### config.mk
export PLATFORM = sky130hd
export DESIGN_NAME = ipos_irq_out
export DESIGN_NICKNAME = d
export VERILOG_FILES = /design/src/include/ipos_pkg.sv /design/src/verilog/ipos_pin_drive.sv /design/src/verilog/ipos_irq_out.sv
export SDC_FILE = /design/constraint.sdc
export NUM_CORES = 1
export LEC_CHECK = 0
export ABC_CLOCK_PERIOD_IN_PS = 3030
export BUFFER_PORTS_ARGS = -buffer_cell sky130_fd_sc_hd__buf_2
export CAP_MARGIN = 5
export CORE_MARGIN = 2
export CORE_UTILIZATION = 60
export CTS_CLUSTER_SIZE = 12
export DETAILED_ROUTE_END_ITERATION = 8
export HOLD_SLACK_MARGIN = 0.02
export PLACE_DENSITY_LB_ADDON = 0.1
export SYNTH_ARGS = -nofsm -noshare
export SYNTH_HDL_FRONTEND = slang
export SYNTH_SLANG_ARGS = --single-unit
### constraint.sdc
create_clock -name clk -period 3.03 [get_ports clk]
set_input_delay 0.606 -clock clk [delete_from_list [all_inputs] [get_ports clk]]
set_output_delay 0.606 -clock clk [all_outputs]
set_load 0.005 [all_outputs]
### src/include/ipos_pkg.sv
// Constants for the interrupt pin output stage
// Functional notes
// - After reset the pin is low active, low while pending and high otherwise.
// - Writing the polarity bit to 1 makes high the pending level.
// - Setting the weak-drive enable to 1 turns plain driving into shared-line drive.
// - Weak-drive on with wired-AND select at its reset value 0 gives wired-OR.
// - Wired-OR drives inactive weakly when idle and active strongly.
// - Wired-AND drives the inactive level strongly when nothing is pending.
// - Wired-AND drives the active level only weakly while pending.
// - The interrupt is the OR of all events whose select bit is set.
// - Reading the event register clears it automatically.
// - Events with a clear-exception bit survive reads; write 1 clears them.
package ipos_pkg;
    localparam int IPOS_DW = 32;
    localparam int IPOS_AW = 4;
    localparam logic [3:0] IPOS_OFS_CONFIG = 4'h0;
    localparam logic [3:0] IPOS_OFS_CLR_EXC = 4'h3;
    localparam logic [3:0] IPOS_OFS_MASK = 4'h4;
    localparam logic [3:0] IPOS_OFS_EVENTS = 4'h5;
    localparam logic [3:0] IPOS_OFS_STATUS = 4'h6;
    localparam int IPOS_BIT_POL = 29;
    localparam int IPOS_BIT_WEAK_EN = 15;
    localparam int IPOS_BIT_WIRED_AND = 30;
    localparam logic [31:0] IPOS_RST_CONFIG = 32'h0000_0000;
    localparam logic [31:0] IPOS_RST_WORD = 32'h0000_0000;
endpackage

### src/verilog/ipos_pin_drive.sv
// Pin driver for polarity and weak/strong drive
`timescale 1ns/10ps
module ipos_pin_drive (
    input wire logic pending,
    input wire logic pol_high,
    input wire logic weak_en,
    input wire logic wired_and,
    output logic pin_level,
    output logic pin_strong
);
    always_comb begin
        pin_level = pending ~^ pol_high;
        if (!weak_en) begin
            pin_strong = 1'b1;
        end else if (!wired_and) begin
            pin_strong = pending;
        end else begin
            pin_strong = ~pending;
        end
    end
endmodule // ipos_pin_drive

### src/verilog/ipos_irq_out.sv
// Interrupt output stage with Avalon-MM register slave
`timescale 1ns/10ps
module ipos_irq_out
    import ipos_pkg::*;
#(
    parameter int EVW = 32
) (
    input wire logic clk,
    input wire logic rst_b,
    input wire logic [ipos_pkg::IPOS_AW-1:0] avs_address,
    input wire logic avs_read,
    input wire logic avs_write,
    input wire logic [ipos_pkg::IPOS_DW-1:0] avs_writedata,
    input wire logic [3:0] avs_byteenable,
    output logic [ipos_pkg::IPOS_DW-1:0] avs_readdata,
    output logic avs_waitrequest,
    input wire logic [EVW-1:0] event_set,
    output logic irq_pin_level,
    output logic irq_pin_strong,
    output logic irq_pin_oe
);
    import ipos_pkg::*;

    logic [31:0] config_q, config_d;
    logic [EVW-1:0] exc_q, exc_d, mask_q, mask_d, ev_q, ev_d;
    logic [31:0] rdata_q, rdata_d;
    logic ack_q, ack_d;
    logic [31:0] wmask;
    logic [31:0] wval;
    logic pending;
    logic general_config_pol, irq_weak_drive_enable, irq_wired_and_select;
    logic req_first;
    logic req_commit;
    logic [EVW-1:0] rd_clr;
    logic [EVW-1:0] rd_fresh;
    logic [EVW-1:0] ev_keep;
    logic [EVW-1:0] wr_clr;
    logic wr_pol;
    logic wr_weak;
    logic wr_wand;

    assign wmask = {{8{avs_byteenable[3]}}, {8{avs_byteenable[2]}},
        {8{avs_byteenable[1]}}, {8{avs_byteenable[0]}}};
    assign wval = avs_writedata & wmask;
    assign general_config_pol = config_q[IPOS_BIT_POL];
    assign irq_weak_drive_enable = config_q[IPOS_BIT_WEAK_EN];
    assign irq_wired_and_select = config_q[IPOS_BIT_WIRED_AND];
    assign pending = |(ev_q & mask_q);
    // First cycle loads read data, second cycle commits side effects
    assign req_first = (avs_read | avs_write) & ~ack_q;
    assign req_commit = (avs_read | avs_write) & ack_q;
    assign avs_waitrequest = req_first;
    // Only reported, non-excepted events are cleared by a read
    assign rd_clr = rdata_q[EVW-1:0] & ~exc_q;
    assign rd_fresh = rd_clr & ~event_set;
    assign ev_keep = ev_q & exc_q;
    assign wr_clr = avs_writedata[EVW-1:0] & ~event_set;
    assign wr_pol = avs_writedata[IPOS_BIT_POL];
    assign wr_weak = avs_writedata[IPOS_BIT_WEAK_EN];
    assign wr_wand = avs_writedata[IPOS_BIT_WIRED_AND];
    assign avs_readdata = rdata_q;
    assign irq_pin_oe = 1'b1;

    always_comb begin
        logic [31:0] rd;
        rd = 32'h0000_0000;
        config_d = config_q;
        exc_d = exc_q;
        mask_d = mask_q;
        ev_d = ev_q;
        ack_d = req_first;
        rdata_d = rdata_q;
        if (req_commit && avs_write) begin
            unique case (avs_address)
                IPOS_OFS_CONFIG: config_d = (config_q & ~wmask) | wval;
                IPOS_OFS_CLR_EXC:
                    exc_d = EVW'((32'(exc_q) & ~wmask) | wval);
                IPOS_OFS_MASK:
                    mask_d = EVW'((32'(mask_q) & ~wmask) | wval);
                IPOS_OFS_EVENTS: ev_d = ev_q & ~EVW'(wval);
                default: ;
            endcase
        end
        if (req_first && avs_read) begin
            unique case (avs_address)
                IPOS_OFS_CONFIG: rd = config_q;
                IPOS_OFS_CLR_EXC: rd = 32'(exc_q);
                IPOS_OFS_MASK: rd = 32'(mask_q);
                IPOS_OFS_EVENTS: rd = 32'(ev_q);
                IPOS_OFS_STATUS: rd = {31'h0000_0000, pending};
                default: rd = 32'h0000_0000;
            endcase
            rdata_d = rd;
        end
        if (req_commit && avs_read && avs_address == IPOS_OFS_EVENTS) begin
            ev_d = ev_q & ~rd_clr;
        end
        ev_d = ev_d | event_set;
    end

    always_ff @(posedge clk) begin
        if (!rst_b) begin
            config_q <= IPOS_RST_CONFIG;
            exc_q <= '0;
            mask_q <= '0;
            ev_q <= '0;
            ack_q <= 1'b0;
            rdata_q <= IPOS_RST_WORD;
        end else begin
            config_q <= config_d;
            exc_q <= exc_d;
            mask_q <= mask_d;
            ev_q <= ev_d;
            ack_q <= ack_d;
            rdata_q <= rdata_d;
        end
    end

    ipos_pin_drive u_drive (
        .pending(pending),
        .pol_high(general_config_pol),
        .weak_en(irq_weak_drive_enable),
        .wired_and(irq_wired_and_select),
        .pin_level(irq_pin_level),
        .pin_strong(irq_pin_strong)
    );
endmodule // ipos_irq_out

==> impl_summary.md <==
Global routing
The maximum number of pins on one net before global-route repair is 85. The first global-routing pass estimated roughly 33 mm of wire. The number of global-route vias before repair came to 6,187.

The total track usage is 0.334. The initial antenna violation count was 0. For this run the aggregate overflow at the end of global routing stands at 0.

Finish
The finished layout holds 1,053 standard cells, fillers aside. In the layout the commonest cells are 161 x dfxtp_1, 109 x buf_2, 99 x nand2_1. The final antenna diode count is 0.

Leaving out fill and tap cells, the most frequent cell in the layout is dfxtp_1. The cell area after layout is 8630 µm². The number of nets in the layout is 971. Relative to the synthesized area, the layout overhead comes to 16.8%.

The final design utilization is 0.718. In the final layout, the share of cells above drive strength 1 is 0.191. The filler cells instantiated in the layout total 968.

Power and ir drop
The total design power is 4.42 mW. VDD sags by at most about 420 µV. The static power due to leakage is 2.93 nW. For this design the ratio of total power to cell area is 512 nW/µm².

Setup path
Counting cells, the worst reg-to-reg path comes to 5. The setup check on the worst reg-to-reg path leaves a slack of 1.18 ns. The critical path's largest stage delay is 0.35 ns. The number of buffers and inverters on the critical path is 2. The critical register-to-register path endpoint is avs_readdata[0]. The worst setup path is captured at an output pin.

STA puts the critical path data arrival time at 2.23 ns. The largest fanout on the critical path is 3. The startpoint identified for the worst register-to-register timing path is ack_q. Grouping stages by cell kind, the critical path spends the most delay in compound AO/OA/AOI/OAI gates. The master of the slowest instance on the critical path is dfxtp_1. The nature of the critical path startpoint is a register.

The type of the worst setup path is reg2out. Traced cell by cell, the critical path runs through a22o_1 -> a221oi_2 -> nand4_1 -> nor3_1 -> buf_4 -> mux2_2 -> buf_2. Data on the critical path is required at its endpoint by 2.42 ns.

Route
In this run, the number of DRC markers left after iteration 0 of detailed routing was 765. The number of nets with antenna violations after routing is 0. The total iterations of the first detailed-routing run is 5. In the routed design, unresolved DRC markers number 0. For this block, the via count after detailed routing is 6,547. The aggregate routed wire length is 21.5 mm.

After detailed routing, the number of vias per cell comes to 6.22. Dividing the detail-routed wire length by the instance count gives 20.4 µm.

Logic synthesis
Of the total synthesized cell area, the portion taken by XOR and XNOR cells is 0.00237. The part of the Yosys area used for sequential elements is 0.436. Yosys mapped the design onto 39 distinct sky130hd cell types. The adder and majority gate portion of the synthesized area is 0.

Dividing the synthesized area by the synthesized cell count gives ~9 µm². The combinational family with the most area after synthesis is compound AO/OA/AOI/OAI gates. The share of the synthesized area in compound gates (AO/OA/AOI/OAI) was 0.230. After technology mapping, the gate count stands at 800. The fraction of registers with async set or reset after synthesis is 0.

During synthesis, Yosys emitted a total of 0 warnings. The flop and latch count out of synthesis is 161. The number of enable-type register cells in the synthesized netlist is 0.

The net count after synthesis is between 800 and 900. The fraction of the mapped netlist area in simple logic gates is 0.209. Among all flip-flop cells after synthesis, the most frequent one is dfxtp_1.

The synthesized netlist occupies a cell area of around 7400 µm². Of the post-synthesis cell area, the part taken by muxes is 0.0896.

Floorplan
The full die area is 13,200 µm². Measured along the x axis, the die boundary spans approximately 110 µm. From bottom edge to top edge, the die measures between 100 and 150 µm. For this configuration, the core starts out at a cell density of 0.615.

The number of rows created at floorplan is 40. The core area is ~12,000 µm². The top-level I/O count is 112.

Clock tree
For this design, the CTS-stage hold fixing added 0 buffers. The buffer cell driving the clock tree root is clkbuf_16. In this run the number of H-tree levels came out at 4. The clock reaches the later pin of the worst-skew pair after 0.44 ns.

In this run the deepest clock path goes through 2 buffers. Clock-pin slew was measured on the worst setup and hold paths at 0.06 ns. The tree built by TritonCTS fans out to approximately 160 sinks. TritonCTS built the clock tree. The number of buffers added by the clock tree synthesis step is 17.

STA
The aggregate negative setup slack is 0 ns. The total count of hold-check failures in the final report is 0. The maximum operating frequency is 352 MHz.

The worst pin sits at a relative slew slack of 0.501. At the pin with the least slew margin, the transition time is around 0.75 ns. Setup violations remaining at the end of the flow were counted as 0. Dividing the final minimum period by the clock period gives 0.938. The final worst slack is roughly 0.19 ns. The max-slew violation total from the final report is 0. Setup repair after global routing left no endpoint under its margin. Final hold analysis gives a worst-case slack of 0.398 ns. On the final layout, the worst clock skew is 0.00774 ns. For the finished layout, the period the worst path requires is 2.84 ns.

Place
At the end of routability-driven placement, the weighted congestion stood at 0.860. The number of input and output port buffers inserted is 110. Timing analysis after detailed placement gives a worst setup slack of 0.568 ns. Summed over all nets, the half-perimeter wirelength after detailed placement is 14.1 mm. Once placement finished, the instance area stood at 8100 µm². In this run, placement finished with an instance count of between 1,000 and 1,500.

Status
The flow ran to the end, and the final reports show no timing, DRC or antenna violations.

Worst hold path
The path with the worst hold slack has its endpoint at ev_q[14]. The number of stages on the worst hold path is 3. The worst min-delay path category is in2reg. The worst min-delay path startpoint is event_set[14].

Job
The reported max-cap violation count is 0.
## synthesized netlist by cell type (all sizes together) (2+ instances only)
cell	number	area (µm²)
nand4	3	18.8
and3	3	18.8
a22o	4	35.0
nand3	5	25.0
a22oi	70	526
nor3	3	20.0
nor2	16	135
a21boi	63	473
buf	13	68.8
clkbuf	45	169
dfxtp	161	3220
nand2b	3	18.8
nor2b	96	601
o21ai	33	165
nand2	99	372
mux2i	65	651
nand3b	33	248
a31oi	32	200
a221oi	4	35.0
nor4bb	4	40.0
a21o	32	240
or3	2	12.5
## cells by family after synthesis
logic type,after synthesis
flip-flops,161
other,1
multiplexers,66
AND/OR/NAND/NOR,271
buffers and inverters,58
XOR/XNOR,2
AO/OA/AOI/OAI,241
## metal layers
layer	share of wire	track usage	vias to the layer above
met5	0	0	-
met4	0.032	0.130	0
met3	0.087	0.0785	65
met2	0.45	0.531	340
met1	0.43	0.442	3086
li1	-	-	3056
## what timing repair did
item                                    in CTS  in global routing
resized for setup                            0                  1
endpoints found under the setup margin       0                  1
setup buffers                                0                  0
## worst max-delay path by stage
stage / startpoint / endpoint / slack (ns) / cells past startpoint
finish: ev_q[4] / irq_pin_strong / 0.19 / 7
global placement: ev_q[2] / irq_pin_strong / 0.64 / 7
global route: ev_q[2] / irq_pin_strong / 0.08 / 7
floorplan: ev_q[4] / irq_pin_strong / 0.88 / 5
CTS: ev_q[4] / irq_pin_strong / 0.10 / 7
detailed placement: ev_q[4] / irq_pin_strong / 0.57 / 7
## where the power goes
group,switching (mW),internal [mW],total (mW)
combinational,0.171,0.114,0.284
clock,0.825,1.12,1.94
sequential,0.0392,2.15,2.19
total,1.03,3.39,4.42
## worst reg2reg max path: cells and delay by family, from the launching register on
family,cells,cell delay (ns)
AOI/OAI and AO/OA,3,0.88
DFF,1,0.37
buffers and inverters,1,0.31
and+or+nand+nor,1,0.21
## final cells by class
type	count	area [µm²]	share of cell area
sequential	161	3220	0.373
clock inverter	5	30.0	0.00348
tap	147	184	0.0213
multi-input combinational	581	3950	0.458
timing repair buffer	134	746	0.0864
clock buffer	25	495	0.0574
Power figures use the tool's default switching activity.
